==> src/rtl/term_level_pkg.sv <==
// Shared constants, types and carriers for the termination and leveling block.
package term_level_pkg;

  // ----------------------------------------------------------------
  // Clock and time conversion
  // ----------------------------------------------------------------
  localparam int CLK_PERIOD_PS    = 10000;
  localparam int ASYNC_MIN_PS     = 2000;
  localparam int ASYNC_MAX_PS     = 8500;
  localparam int FB_DELAY_MAX_PS  = 9000;
  localparam int FB_FAST_MAX_PS   = 7500;
  localparam int FB_SPREAD_MAX_PS = 2000;
  // Least times round up, longest times round down, never below one cycle.
  localparam int ASYNC_MIN_CYC = (ASYNC_MIN_PS + CLK_PERIOD_PS - 1) / CLK_PERIOD_PS;
  localparam int ASYNC_MAX_CYC = (ASYNC_MAX_PS / CLK_PERIOD_PS < 1) ? 1
                                 : ASYNC_MAX_PS / CLK_PERIOD_PS;
  localparam int FB_DELAY_CYC  = (FB_FAST_MAX_PS / CLK_PERIOD_PS < 1) ? 1
                                 : FB_FAST_MAX_PS / CLK_PERIOD_PS;

  // ----------------------------------------------------------------
  // Link clock counts
  // ----------------------------------------------------------------
  localparam logic [5:0] LAT_OFFSET   = 6'h02;
  localparam logic [5:0] LAT_MAX      = 6'h19;
  localparam logic [5:0] CHOP_EXTRA   = 6'h04;
  localparam logic [5:0] LONG_EXTRA   = 6'h06;
  localparam int         HOLD_LONG_CK = 6;
  localparam int         HOLD_SHORT_CK = 4;
  localparam int         LVL_WAIT_CK  = 40;
  localparam int         HIST_DEPTH   = 32;
  localparam int         PER_W        = 8;
  localparam int         DQ_W         = 8;

  // ----------------------------------------------------------------
  // Reset values
  // ----------------------------------------------------------------
  localparam logic [PER_W-1:0] HALF_RST = 8'h01;

  // ----------------------------------------------------------------
  // Types
  // ----------------------------------------------------------------
  // Gray coded along off, nominal, write.
  typedef enum logic [1:0] {
    TERM_OFF = 2'h0,
    TERM_NOM = 2'h1,
    TERM_WR  = 2'h3
  } term_level_e;

  typedef struct packed {
    logic link_clk;
    logic term_enable;
    logic wr_cmd;
    logic chop_cmd;
    logic dqs;
  } link_pins_s;

endpackage

==> src/rtl/term_level_ctrl.sv <==
// Termination control and write leveling feedback of the memory device.
`timescale 1ns/10ps
module term_level_ctrl (
  // Clock and reset
  input  wire logic                                clock,
  input  wire logic                                rst_n,
  // Pins from the controller
  input  wire term_level_pkg::link_pins_s          pins,
  // Mode and latency settings
  input  wire logic [4:0]                          write_cas_latency,
  input  wire logic [4:0]                          additive_latency,
  input  wire logic                                dll_off_pd,
  input  wire logic                                leveling_mode,
  // Termination and feedback
  output term_level_pkg::term_level_e              termination_resistance,
  output logic [term_level_pkg::DQ_W-1:0]          lvl_dq_o,
  output logic [term_level_pkg::DQ_W-1:0]          lvl_dq_oe
);

  localparam int H = term_level_pkg::HIST_DEPTH;

  typedef struct packed {
    logic [H-1:0]                       en_hist;
    logic [H-1:0]                       wr_hist;
    logic [H-1:0]                       chop_hist;
    term_level_pkg::term_level_e        level;
    term_level_pkg::term_level_e        pend;
    logic                               settling;
    logic [term_level_pkg::PER_W-1:0]   settle_cnt;
    logic                               fb_val;
    logic                               fb_oe;
  } ctrl_s;

  ctrl_s                            st_r;
  ctrl_s                            st_nxt;
  term_level_pkg::link_pins_s       smp;
  logic                             link_tick;
  logic                             dqs_rise;
  logic [term_level_pkg::PER_W-1:0] half_period;
  logic [5:0]                       lat_sum;
  logic [5:0]                       lat;
  logic [H-1:0]                     en_sh;
  logic [H-1:0]                     wr_sh;
  logic [H-1:0]                     chop_sh;
  logic [H-1:0]                     hit;
  logic                             win;
  logic                             en_at_lat;
  term_level_pkg::term_level_e      tgt;

  // ----------------------------------------------------------------
  // Pin sampling
  // ----------------------------------------------------------------
  link_sampler u_sampler (
    .clock       (clock),
    .rst_n       (rst_n),
    .pins        (pins),
    .smp         (smp),
    .link_tick   (link_tick),
    .dqs_rise    (dqs_rise),
    .half_period (half_period)
  );

  // ----------------------------------------------------------------
  // Latency and sample histories
  // ----------------------------------------------------------------
  // Latency is clamped so that the longest write window fits the history.
  assign lat_sum = 6'(write_cas_latency) + 6'(additive_latency);
  assign lat     = (lat_sum < term_level_pkg::LAT_OFFSET) ? 6'h00
                   : (lat_sum - term_level_pkg::LAT_OFFSET > term_level_pkg::LAT_MAX)
                   ? term_level_pkg::LAT_MAX : lat_sum - term_level_pkg::LAT_OFFSET;

  // Each rising link edge registers enable, write and chop; age counts link clocks.
  assign en_sh   = link_tick ? {st_r.en_hist[H-2:0], smp.term_enable} : st_r.en_hist;
  assign wr_sh   = link_tick ? {st_r.wr_hist[H-2:0], smp.wr_cmd} : st_r.wr_hist;
  assign chop_sh = link_tick ? {st_r.chop_hist[H-2:0], smp.chop_cmd} : st_r.chop_hist;
  assign en_at_lat = en_sh[lat[4:0]];

  // Write termination window per history entry.
  genvar gi;
  generate
    for (gi = 0; gi < H; gi++) begin : g_win
      assign hit[gi] = wr_sh[gi] && (6'(gi) >= lat)
                       && (6'(gi) < lat + (chop_sh[gi] ? term_level_pkg::CHOP_EXTRA
                                                       : term_level_pkg::LONG_EXTRA));
    end
  endgenerate
  assign win = |hit;

  // Target value at this link edge.
  always_comb begin
    tgt = term_level_pkg::TERM_OFF;
    if (en_at_lat) begin
      tgt = win ? term_level_pkg::TERM_WR : term_level_pkg::TERM_NOM;
    end
  end

  // ----------------------------------------------------------------
  // Next state
  // ----------------------------------------------------------------
  // Outside power-down with the loop off, turn-on lands on the latency edge; turn-off and value changes wait half a link clock.
  always_comb begin
    st_nxt           = st_r;
    st_nxt.en_hist   = en_sh;
    st_nxt.wr_hist   = wr_sh;
    st_nxt.chop_hist = chop_sh;
    if (dll_off_pd) begin
      st_nxt.settling = 1'b0;
      st_nxt.level    = smp.term_enable ? term_level_pkg::TERM_NOM
                        : term_level_pkg::TERM_OFF;
    end else if (link_tick) begin
      if (tgt == st_r.level) begin
        st_nxt.settling = 1'b0;
      end else if (st_r.level == term_level_pkg::TERM_OFF) begin
        st_nxt.level    = tgt;
        st_nxt.settling = 1'b0;
      end else begin
        st_nxt.pend       = tgt;
        st_nxt.settle_cnt = half_period;
        st_nxt.settling   = 1'b1;
      end
    end else if (st_r.settling) begin
      if (st_r.settle_cnt <= 8'h01) begin
        st_nxt.level    = st_r.pend;
        st_nxt.settling = 1'b0;
      end else begin
        st_nxt.settle_cnt = st_r.settle_cnt - 8'h01;
      end
    end
    // Leveling: the strobe samples the link clock level.
    st_nxt.fb_oe = leveling_mode;
    if (leveling_mode && dqs_rise) begin
      st_nxt.fb_val = smp.link_clk;
    end
  end

  // State register.
  always_ff @(posedge clock or negedge rst_n) begin
    if (!rst_n) begin
      st_r       <= '0;
      st_r.level <= term_level_pkg::TERM_OFF;
      st_r.pend  <= term_level_pkg::TERM_OFF;
    end else begin
      st_r <= st_nxt;
    end
  end

  // ----------------------------------------------------------------
  // Outputs
  // ----------------------------------------------------------------
  // Every data line carries the same flop, so they switch on one edge.
  assign termination_resistance = st_r.level;
  assign lvl_dq_o  = {term_level_pkg::DQ_W{st_r.fb_val}};
  assign lvl_dq_oe = {term_level_pkg::DQ_W{st_r.fb_oe}};
endmodule

==> src/rtl/link_sampler.sv <==
// Synchroniser and edge finder for the pins driven by the memory controller.
`timescale 1ns/10ps
module link_sampler (
  // Clock and reset
  input  wire logic                                  clock,
  input  wire logic                                  rst_n,
  // Raw pins
  input  wire term_level_pkg::link_pins_s            pins,
  // Sampled view
  output term_level_pkg::link_pins_s                 smp,
  output logic                                       link_tick,
  output logic                                       dqs_rise,
  output logic [term_level_pkg::PER_W-1:0]           half_period
);

  typedef struct packed {
    term_level_pkg::link_pins_s         s1;
    term_level_pkg::link_pins_s         s2;
    logic                               clk_prev;
    logic                               dqs_prev;
    logic [term_level_pkg::PER_W-1:0]   per_cnt;
    logic [term_level_pkg::PER_W-1:0]   half;
  } samp_s;

  samp_s st_r;
  samp_s st_nxt;

  // ----------------------------------------------------------------
  // Edge detection and link period measurement
  // ----------------------------------------------------------------
  // Edges are found on the second stage only; the first stage feeds nothing else.
  assign link_tick   = st_r.s2.link_clk && !st_r.clk_prev;
  assign dqs_rise    = st_r.s2.dqs && !st_r.dqs_prev;
  assign smp         = st_r.s2;
  assign half_period = st_r.half;

  // Next state: two flops per pin, then period counting between rising link edges.
  always_comb begin
    st_nxt          = st_r;
    st_nxt.s1       = pins;
    st_nxt.s2       = st_r.s1;
    st_nxt.clk_prev = st_r.s2.link_clk;
    st_nxt.dqs_prev = st_r.s2.dqs;
    if (link_tick) begin
      st_nxt.per_cnt = '0;
      // Halving before the round-up keeps a saturated count from wrapping to zero.
      st_nxt.half    = (st_r.per_cnt < 8'h02) ? term_level_pkg::HALF_RST
                       : {1'b0, st_r.per_cnt[7:1]} + {7'h00, st_r.per_cnt[0]};
    end else if (st_r.per_cnt != 8'hFF) begin
      st_nxt.per_cnt = st_r.per_cnt + 8'h01;
    end
  end

  // State register.
  always_ff @(posedge clock or negedge rst_n) begin
    if (!rst_n) begin
      st_r      <= '0;
      st_r.half <= term_level_pkg::HALF_RST;
    end else begin
      st_r <= st_nxt;
    end
  end

endmodule

==> config.mk <==
export PLATFORM = sky130hd
export DESIGN_NAME = term_level_ctrl
export DESIGN_NICKNAME = d
export VERILOG_FILES = /design/src/rtl/term_level_pkg.sv /design/src/rtl/term_level_ctrl.sv /design/src/rtl/link_sampler.sv
export SDC_FILE = /design/constraint.sdc
export NUM_CORES = 1
export LEC_CHECK = 0
export ABC_AREA = 1
export BUFFER_PORTS_ARGS = -buffer_cell sky130_fd_sc_hd__buf_2
export CAP_MARGIN = 20
export CORE_UTILIZATION = 51
export CTS_CLUSTER_DIAMETER = 60
export DETAILED_ROUTE_END_ITERATION = 10
export PLACE_DENSITY = 0.7
export SYNTH_ARGS = -nofsm -noshare
export SYNTH_HDL_FRONTEND = slang
export SYNTH_HIERARCHICAL = 1
export SYNTH_SLANG_ARGS = --single-unit
==> constraint.sdc <==
create_clock -name clock -period 4.3 [get_ports clock]
set_clock_uncertainty 0.2 [all_clocks]
set_input_delay 0.86 -clock clock [delete_from_list [all_inputs] [get_ports clock]]
set_output_delay 0.86 -clock clock [all_outputs]
set_load 0.01 [all_outputs]
# Yosys cells after proc, flatten, opt, wreduce, memory -nomap -nowiden
# Index checks and enable logic that the tools add are counted.
# word_totals
reg_bits,139
input_bits,19
out_inout_bits,18
# op_classes
n_reduce_logical,78
eq_ne,7
bitwise,3
addsub,37
n_lt_le_gt_ge,69
muxes,61
# op_table
operator,n
$add A6 B3 Y6,32
$ge A5 B6 Y1 const A,16
$lt A5 B6 Y1 const A,16
$mux W32,3
$mux W2,40
$logic_and A1 B1 Y1,67
$ge A4 B6 Y1 const A,8
$lt A4 B6 Y1 const A,8
$mux W8,6
$reduce_or A32 Y1,1
$ge A3 B6 Y1 const A,4
$lt A3 B6 Y1 const A,4
$mux W9,2
$ge A1 B6 Y1 const A,2
$ge A2 B6 Y1 const A,2
$lt A1 B6 Y1 const A,2
$lt A2 B6 Y1 const A,2
$mux W6,2
$add A7 B1 Y8,1
$add A8 B1 Y8 const B,1
$le A8 B1 Y1 const B,1
$lt A8 B2 Y1 const B,1
$ne A8 B8 Y1 const B,1
$reduce_and A4 Y1,2
other kinds (19),31

# Depth between registers and ports, before layout
# Gate-level depths: netlist of run 1.
# logic_depth
word_depth,15
ltp_mapped,39
depth_no_buf,39

# Cells and area by module
# The synthesis of run 1 kept the hierarchy.
# modules_own_cells
mod,instances,seq_area_each_um2,cells_each,area_each_um2
term_level_ctrl,1,2677.6,1116,7993.9
link_sampler,1,701.9,136,1298.7

# Least setup slack after synthesis of run 1
# No wires, ideal clock.
# synth_path
path_kind,input to register
startpoint,input port write_cas_latency[0]
endpoint,"register, netlist name st_r[2]"
n_path_buf,2
setup_time_ns,0.118
cell_stages,36
arrival_time_ns,5.050
setup_slack_ns,-1.068
path_cell_list,ha_1 fa_1 buf_2 inv_1 ha_1 nand2_1 inv_1 nor2_2 nand2_4 nand2_4 nor2_4 nand2_4 inv_2 ha_1 inv_1 ha_1 inv_1 nor2_1 nand3_1 a21oi_1 nand2_1 nand2_1 nand2_1 nor2_1 nand2_1 nor2_1 nand2_1 nor2_1 nand2_1 nand2_2 nand2_1 nand3_2 nand3_4 buf_6 nand3_1 nand2_1
# synth_rtl
element,line_no,source
start: declaration,term_level_ctrl.sv:10,"input wire logic [4:0] write_cas_latency,"

==> results of run 1 <==
-- worst max-delay path: cells and delay by family --
family / cells / cell delay [ns]
AND/OR/NAND/NOR: 20 / 1.67
adder cells (fa/ha/maj): 5 / 1.02
buffers and inverters: 10 / 1.00
AO/OA/AOI/OAI: 2 / 0.12
XOR/XNOR: 1 / 0.10
-- final cells by class --
class,count,area share
Multi-Input combinational cell,867,0.4532
Sequential cell,135,0.2880
Timing Repair Buffer,176,0.1203
Inverter,183,0.06067
Clock buffer,18,0.03657
Tap cell,225,0.02399
Clock inverter,14,0.01589
Timing Repair inverter,1,0.001386
-- state kept, by name, indices dropped and copies added (netlist names) --
name                    flops
lvl_dq_oe                   1
st_r                      103
termination_resistance      2
u_sampler/st_nxt            5
u_sampler/half_period       8
lvl_dq_o                    1
u_sampler/st_r             10
u_sampler/smp               5
-- metal layers --
layer	vias up	GRT usage
met1	4082	0.3886
li1	4229	-
met3	72	0.06333
met5	-	0
met2	284	0.4388
met4	0	0.1258
-- per-stage QoR --
step | total power (W) | cell area, um^2 | setup TNS, ns | hold WS [ns]
6_report | 0.006108 | 11740 | -3.899 | 0.1079
5_1_grt | 0.006510 | 11740 | -7.092 | 0.1236
4_1_cts | 0.005838 | 11300 | -2.546 | 0.1484
3_5_place_dp | 0.004137 | 10400 | -11.02 | 0.1347
3_3_place_gp | 0.004080 | 10400 | -9.723 | 0.1326
2_1_floorplan | 0.003310 | 9415 | -7.649 | 0.1312
-- how the worst max path moves through the flow --
stage                                     from       to  slack, ns  depth (start not counted)
final                     write_cas_latency[0]  st_r[6]      -0.35                         38
after global placement    write_cas_latency[0]  st_r[9]      -0.78                         39
after detailed placement  write_cas_latency[0]  st_r[5]      -0.89                         37
after floorplan           write_cas_latency[0]  st_r[2]      -0.64                         37
after CTS                  additive_latency[0]  st_r[6]      -0.23                         37
after global routing      write_cas_latency[0]  st_r[3]      -0.61                         39
-- repair_timing --
item	in CTS	in global routing
setup endpoints to repair	13	13
pin swaps	40	59
gates cloned	1	1
endpoints found under the hold margin	0	0
resized for setup	47	83
buffers inserted	15	10
-- power groups by stage --
stage | Combinational, W | Clock, W | Sequential, W
floorplan | 0.00166 | 0 | 0.00165
global placement | 0.00239 | 0 | 0.00169
detailed placement | 0.00244 | 0 | 0.00170
CTS | 0.00259 | 0.00157 | 0.00168
global route | 0.00317 | 0.00162 | 0.00172
finish | 0.00287 | 0.00154 | 0.00169
==> flow_summary.ini, run 1 <==
[routing]
drt-vias-per-instance = 5.353
drtPass1Iterations = 5
wl_met3_mm = 1.598
dr.first_iter.drc_count = 840
route.vias.total = 8667
wire_length_on_met1_mm = 11.53
postRouteAntennaNets = 0
route.top_layer_used = met4
drt-wirelength-per-cell_um = 16.09
drc = 0
met2_length_mm = 12.03
finalWirelength_mm = 26.06

[job]
max-cap-violations = 0

[timing]
timing_worst_slew_pin_value_ns = 0.8095
setup_slack_ns = -0.3535
timing.final.crit_share = 1.082
rsz0062_at_grt = true
finalHoldViolations = 0
period_minus_slack_ns = 4.654
slew_headroom = 0.4546
maxClockFrequency_mhz = 214.9
timing.final.max_slew_violations = 0
report.final.setup_viol = 13

[setup_path]
timing.critical_path.slowest_stage_cell = sky130_fd_sc_hd__fa_2
r2r-start = u_sampler/smp[4]
timing.critical_path.arrival_ns = 4.77
critPathCaptureType = register
critical_path.most_common_cell = sky130_fd_sc_hd__nand2_4
critical_path.reg2reg.endpoint = st_r[6]
rrSetupSlack_ns = 0.32
path_class = in -> reg
startpoint_type_of_the_worst_setup_path = input port
cp.required_ns = 4.42
crit_path_max_incr_delay_ns = 0.39
r2r.worst_path.cells = 26
worstPathMaxFanout = 7

[clocking]
h-tree-depth = 4
clkTransAtPathRegs_ns = 0.06
cts-root-to-sink-buffers = 2
cts_tree = yes
clkSinkCount = 135
number_of_buffers_inserted_during_clock_tree_synthesis = 17
clk-insertion-delay-late_ns = 0.43
clock_tree.root_cell = sky130_fd_sc_hd__clkbuf_16
cts_hold_repair.buffers = 0

[floorplan]
die_area_um2 = 18750
start_util = 0.5295
ios = 37
core-area_um2 = 17540
die_w_um = 136.9
die_height_um = 136.9
std_cell_rows = 48

[final_layout]
sequential_cell_area_um2 = 3379
nNetsFinal = 1463
antenna_cells = 0
num-fill-cells = 1437
final_layout_size_suffix_gt1_frac = 0.2891
layout_common_cells = 339 x sky130_fd_sc_hd__nand2_1, 154 x sky130_fd_sc_hd__inv_1, 134 x sky130_fd_sc_hd__dfrtp_1
finish.cell_count_without_fillers = 1619
layout.cells.most_common = sky130_fd_sc_hd__nand2_1
flow.area_growth_from_synthesis_pct = 26.38
multi_input_combinational_cell_area_um2 = 5319
final_util = 0.6692

[pwr]
netSwitchingPower_w = 0.002434
power.density_cell_area_nw_per_um2 = 520.5
p_leak_nw = 5.914
worst_ir_drop_vdd_v = 0.0003515
pwr-share-clk = 0.253
seqPwrFrac = 0.277
internal-power_w = 0.003673
power_frac_comb = 0.471
netSwitchingFraction = 0.3986

[yosys]
synth_nets = 1333
post_synth_inst_count = 1251
ys_warn_count = 6
synthesis.area_um2 = 9285
postSynthAreaPerCell_um2 = 7.422

[grt]
grt-ovfl-total = 0
grt_start_max_net_pins = 108
grt_pass1_vias = 7969
globalRouteTotalUtil = 0.2870
initial_antenna_violation_count = 0
wire_length_of_the_first_global_routing_pass_mm = 40.70

[placed_design]
place.detailed.hpwl_mm = 17.66
detailedPlace.worstSlack_ns = -0.8876
port_buffers = 36
finalWeightedCongestion = 0.9739
post-place-cells = 1560

[outcome]
status = complete, but fails checks
violations = setup timing

[hold_path]
worstHoldPathType = in -> async
Note: power is estimated with default switching activity, not from simulation.
==> run 2: changes to the inputs <==
==> constraint.sdc (replaced) <==
create_clock -name clock -period 4.3 [get_ports clock]
set_clock_uncertainty 0.2 [all_clocks]
set_input_delay 0.215 -clock clock [delete_from_list [all_inputs] [get_ports clock]]
set_output_delay 0.215 -clock clock [all_outputs]
set_load 0.01 [all_outputs]
==> run 2 against run 1 <==
The flow now finishes without violations; sequential power hardly changed; wire length is 6.6% lower; die area stayed put; combinational power is 15% lower; via count is 4.4% lower; cell count is 2.5% lower; non-clock buffer count is 41 lower; sequential cell count stayed put; global-route usage is 1.4 points lower; clock power hardly changed; worst hold slack better by 0.040 ns.
==> flow_summary.ini, run 2 (synthesis results as in run 1) <==
[final_layout]
final_layout_size_suffix_gt1_frac = 0.1994
largest_register = st_r
layout.cells.most_common = sky130_fd_sc_hd__nand2_1
number_of_flip_flops_in_the_largest_register = 103
flow.area_growth_from_synthesis_pct = 17.65
final_design_area_no_fill_um2 = 10920
nNetsFinal = 1423
antenna_cells = 0
layout_common_cells = 350 x sky130_fd_sc_hd__nand2_1, 170 x sky130_fd_sc_hd__inv_1, 134 x sky130_fd_sc_hd__dfrtp_1

[clocking]
clkSinkCount = 135
number_of_buffers_inserted_during_clock_tree_synthesis = 17
cts_tree = yes
clock_tree.root_cell = sky130_fd_sc_hd__clkbuf_16
clkTransAtPathRegs_ns = 0.06
cts-root-to-sink-buffers = 2
h-tree-depth = 4
clk-insertion-delay-late_ns = 0.42

[timing]
period_minus_slack_ns = 4.124
report.final.setup_viol = 0
maxClockFrequency_mhz = 242.5
timing.final.crit_share = 0.9590
timing.final.max_slew_violations = 0
setup-tns-final_ns = 0
finalHoldViolations = 0
slew_headroom = 0.5421
timing_worst_slew_pin_value_ns = 0.6796

[routing]
dr.first_iter.drc_count = 735
postRouteAntennaNets = 0
route.vias.total = 8288
drt-vias-per-instance = 5.249
drt-wirelength-per-cell_um = 15.41
finalWirelength_mm = 24.34
drc = 0
drtPass1Iterations = 8

[setup_path]
timing.critical_path.slowest_stage_cell = sky130_fd_sc_hd__fa_2
timing.critical_path.arrival_ns = 4.23
startpoint_type_of_the_worst_setup_path = input port
path_class = in -> reg
cp.required_ns = 4.40
crit_path_max_incr_delay_ns = 0.36
critical_path.most_common_cell = sky130_fd_sc_hd__nand2_2
critPathCaptureType = register
worstPathMaxFanout = 7

[placed_design]
place.detailed.hpwl_mm = 17.11
place_area_um2 = 10090
finalWeightedCongestion = 0.9367
port_buffers = 36

[hold_path]
worstHoldPathType = reg -> reg

[pwr]
worst_ir_drop_vdd_v = 0.0003468
power.density_cell_area_nw_per_um2 = 517.9
p_leak_nw = 5.616

[job]
max-cap-violations = 0

[grt]
grt_pass1_vias = 7774
globalRouteTotalUtil = 0.2727
grt-ovfl-total = 0
grt_start_max_net_pins = 109
wire_length_of_the_first_global_routing_pass_mm = 39.46
initial_antenna_violation_count = 0

[floorplan]
std_cell_rows = 48
core-area_um2 = 17540
die_w_um = 136.9
ios = 37
start_util = 0.5295
die_area_um2 = 18750
die_height_um = 136.9

[outcome]
status = finished clean
run 2: cell types whose count changed in the layout (fill, tap and decap cells not counted), sizes merged, moves of 5 or more:
cell	previous run	this run
buf	176	126
clkbuf	18	23
dlygate4sd3	0	9
inv	188	181
run 2: metal layers:
| metal | GRT usage | vias up | routed length, um |
|---|---|---|---|
| met5 | 0 | - | 0 |
| met1 | 0.3855 | 3822 | 11470 |
| li1 | - | 4157 | - |
| met2 | 0.4231 | 257 | 10960 |
| met4 | 0.1026 | 0 | 631 |
| met3 | 0.03630 | 52 | 1274 |
run 2: cell type report:
class	instances	area [um^2]
Timing Repair inverter	1	8.758
Timing Repair Buffer	135	1010
Sequential cell	135	3379
Tap cell	225	281.5
Clock inverter	9	155.1
Multi-Input combinational cell	868	4940
Clock buffer	23	447.9
Inverter	183	701.9
Fill cell	1575	6613
run 2: final timing paths:
| kind | start | slack (ns) | cells past startpoint | to |
|---|---|---|---|---|
| max | write_cas_latency[0] | 0.18 | 38 | st_r[9] |
| min | u_sampler/st_nxt[19] | 0.15 | 0 | u_sampler/smp[1] |
| max reg2reg | u_sampler/smp[4] | 0.40 | 29 | st_r[9] |
| min reg2reg | u_sampler/st_nxt[19] | 0.15 | 0 | u_sampler/smp[1] |
| max in group asynchronous | rst_n | 2.66 | 4 | u_sampler/half_period[0] |
| min in group asynchronous | rst_n | 0.51 | 3 | st_r[61] |
run 2: where the power goes:
group	total [W]	switching [W]	internal [W]	leakage [nW]
clock	0.00153	0.000556	0.000970	0.289
sequential	0.00168	0.000157	0.00152	1.61
combinational	0.00245	0.00150	0.000955	3.71
run 2: worst max-delay path: cells and delay by family:
kind / cells / cell delay, ns
buf+inv: 7 / 0.66
simple gates: 26 / 2.27
fa+ha+maj: 5 / 1.09
run 2: what timing repair did:
item | in CTS | in global routing
hold buffers | 8 | 1
endpoints found under the hold margin | 115 | 8
endpoints found under the setup margin | 0 | 13
buffers inserted | 0 | 4
gates resized for setup | 0 | 20
run 2: metrics by stage:
| step | hold slack [ns] | setup slack, ns | total power (W) | utilization | instances |
|---|---|---|---|---|---|
| 6_report | 0.1474 | 0.1762 | 0.005658 | 0.6229 | 1579 |
| 5_1_grt | 0.1513 | -0.04171 | 0.006048 | 0.6229 | 1579 |
| 4_1_cts | 0.1507 | 0.1632 | 0.005557 | 0.6144 | 1570 |
| 3_5_place_dp | 0.1248 | -0.2465 | 0.004000 | 0.5754 | 1530 |
| 3_3_place_gp | 0.1228 | -0.1582 | 0.003947 | 0.5754 | 1530 |
| 2_1_floorplan | -0.2806 | 0.001252 | 0.003298 | - | 1251 |
==> run 3: changes to the inputs <==
Settings changed: CAP_MARGIN 20 to not set, PLACE_DENSITY 0.7 to 0.71, SYNTH_HIERARCHICAL 1 to not set.
Clock period 4.3 ns to 3.6 ns, I/O delays scaled along.
==> run 3 against run 2 <==
The flow now finishes with violations (setup timing); highest routed layer unchanged; cell count grew 4.8%; first-iteration DRC count shrank 18%; largest cell class unchanged; clock power grew 21%; clock-buffer cell count shrank 5; final area grew 5.6%; via count grew 3.3%; combinational power grew 34%; wire length grew 0.84%; die area shrank 3.7%; critical path depth shrank 4.
==> flow_summary.ini, run 3 <==
[outcome]
status = complete, but fails checks
violations = setup timing

[clocking]
clk-insertion-delay-late_ns = 0.43
h-tree-depth = 4
number_of_buffers_inserted_during_clock_tree_synthesis = 17
clock_tree.root_cell = sky130_fd_sc_hd__clkbuf_16
cts_tree = yes
clkTransAtPathRegs_ns = 0.06
clkSinkCount = 133
cts-root-to-sink-buffers = 2

[routing]
finalWirelength_mm = 24.54
drt-wirelength-per-cell_um = 14.83
wire_length_on_met1_mm = 10.95
drt-vias-per-instance = 5.171
postRouteAntennaNets = 0
drtPass1Iterations = 5
route.top_layer_used = met4
met2_length_mm = 11.42
dr.first_iter.drc_count = 602
wl_met3_mm = 1.367
route.vias.total = 8558
drc = 0

[yosys]
post_synth_inst_count = 1231
ys_warn_count = 0
synth_common_cells = 310 x sky130_fd_sc_hd__nand2_1, 192 x sky130_fd_sc_hd__inv_1, 132 x sky130_fd_sc_hd__dfrtp_1
postSynthAreaPerCell_um2 = 7.260
synth_cell_types = 44
synth_seq_cells = 133
synthesis.area_um2 = 8937
synth_most_common_cell = sky130_fd_sc_hd__nand2_1
synth-seq-area-share = 0.3725
synth_nets = 1313
synth_top_flop_cell = sky130_fd_sc_hd__dfrtp_1
synth_edf_count = 0
synth_top_area_frac = 0.3696
async_flop_share = 1.000
post_synth_top_area_cell = sky130_fd_sc_hd__dfrtp_1
post_synth_main_area_contributors = sky130_fd_sc_hd__dfrtp_1 37%, sky130_fd_sc_hd__nand2_1 13%, sky130_fd_sc_hd__ha_1 8.7%

[timing]
timing.final.max_slew_violations = 0
setup_slack_ns = -0.4977
timing.final.crit_share = 1.138
rsz0062_at_grt = true
maxClockFrequency_mhz = 244.0
finalHoldViolations = 0
report.final.setup_viol = 13
period_minus_slack_ns = 4.098
timing_worst_slew_pin_value_ns = 0.8054
slew_headroom = 0.4631

[final_layout]
number_of_flip_flops_in_the_largest_register = 101
final_design_area_no_fill_um2 = 11540
flow.area_growth_from_synthesis_pct = 29.13
nNetsFinal = 1499
final_layout_size_suffix_gt1_frac = 0.2580
antenna_cells = 0
layout.cells.most_common = sky130_fd_sc_hd__nand2_1
layout_common_cells = 302 x sky130_fd_sc_hd__nand2_1, 183 x sky130_fd_sc_hd__inv_1, 167 x sky130_fd_sc_hd__buf_4
largest_register = st_r

[placed_design]
port_buffers = 36
finalWeightedCongestion = 0.9381
detailedPlace.worstSlack_ns = -0.9197
place_area_um2 = 10480
place.detailed.hpwl_mm = 17.80

[setup_path]
timing.critical_path.arrival_ns = 4.21
critPathCaptureType = register
critical_path.reg2reg.endpoint = st_r[7]
worstPathMaxFanout = 7
cp.required_ns = 3.72
path_class = in -> reg
critical_path.most_common_cell = sky130_fd_sc_hd__buf_4
r2r-start = u_sampler.smp[4]
rrSetupSlack_ns = -0.22
startpoint_type_of_the_worst_setup_path = input port
r2r.worst_path.cells = 28
crit_path_max_incr_delay_ns = 0.46
timing.critical_path.slowest_stage_cell = sky130_fd_sc_hd__fa_2

[hold_path]
worstHoldPathType = reg -> reg
min_delay_worst_endpoint = u_sampler.smp[0]
worst_hold_startpoint = u_sampler.st_nxt[18]
worst_hold_stages = 0

[floorplan]
std_cell_rows = 48
die_w_um = 134.4
die_height_um = 134.4
die_area_um2 = 18060
core-area_um2 = 17180
ios = 37
start_util = 0.5203

[grt]
grt_start_max_net_pins = 90
wire_length_of_the_first_global_routing_pass_mm = 40.10
globalRouteTotalUtil = 0.2846
grt_pass1_vias = 8157
initial_antenna_violation_count = 0
grt-ovfl-total = 0

[pwr]
worst_ir_drop_vdd_v = 0.0004064
p_leak_nw = 5.988
power.density_cell_area_nw_per_um2 = 616.5

[job]
max-cap-violations = 0
[run 3: worst max-delay path by stage]
stage / start / endpoint / slack, ns / cells after the start
after floorplan: write_cas_latency[0] / st_r[2] / -1.16 / 35
after global placement: write_cas_latency[0] / st_r[2] / -0.81 / 38
after detailed placement: write_cas_latency[0] / st_r[5] / -0.92 / 36
after CTS: additive_latency[0] / st_r[9] / -0.37 / 37
after global routing: write_cas_latency[0] / st_r[7] / -0.80 / 36
final: write_cas_latency[0] / st_r[7] / -0.50 / 34
[run 3: critical path: cells and delay by family]
kind / cells / cell delay (ns)
simple gates: 17 / 1.45
compound gates: 2 / 0.30
fa+ha+maj: 4 / 0.95
buf+inv: 11 / 1.36
[run 3: cell families (layout without fill, tap and decap cells)]
logic type	Yosys count	count (layout)	synth area share
xor+xnor	15	15	0.01470
mux	3	3	0.003360
compound gates	191	191	0.1172
fa+ha+maj	63	63	0.08904
buf+inv	256	455	0.1215
simple gates	570	570	0.2817
flops	133	133	0.3725
[run 3: power breakdown]
part	switching [W]	total, W	leakage [nW]	internal [W]
registers	0.000185	0.00198	1.59	0.00179
clock network	0.000718	0.00185	0.302	0.00113
logic	0.00182	0.00329	4.10	0.00147
total	0.00272	0.00711	5.99	0.00439
[run 3: timing repair]
action	in CTS	in global routing
resized for setup	40	23
endpoints found under the hold margin	95	0
setup endpoints to repair	13	13
gates cloned	1	0
pin swaps	37	30
setup buffers	9	4
hold buffers	8	0
[run 3: final cells by class]
class                   instances  area (um^2)
inverters                     198        743.2
clock buffers                  18        439.2
flip-flops and latches        133         3329
repair buffers                225         1752
clock inverters                14        188.9
well taps                     225        281.5
multi-input cells             842         4807
fillers                      1417         5635
[run 3: through the flow]
| stage | utilization | instances | setup TNS, ns | total power, W | hold slack (ns) |
|---|---|---|---|---|---|
| after global routing | 0.6719 | 1655 | -9.875 | 0.007627 | 0.1517 |
| final | 0.6719 | 1655 | -5.921 | 0.007115 | 0.1458 |
| after CTS | 0.6678 | 1653 | -4.353 | 0.007047 | 0.1495 |
| after global placement | 0.6104 | 1603 | -10.07 | 0.004945 | 0.08803 |
| after detailed placement | 0.6104 | 1603 | -11.42 | 0.005030 | 0.08968 |
| after floorplan | - | 1231 | -14.31 | 0.003871 | -0.3156 |
[run 3: metal layers]
metal / up-vias / track usage
met5: - / 0
met4: 0 / 0.1242
met3: 56 / 0.04989
met2: 253 / 0.4626
met1: 3957 / 0.3725
li1: 4292 / -
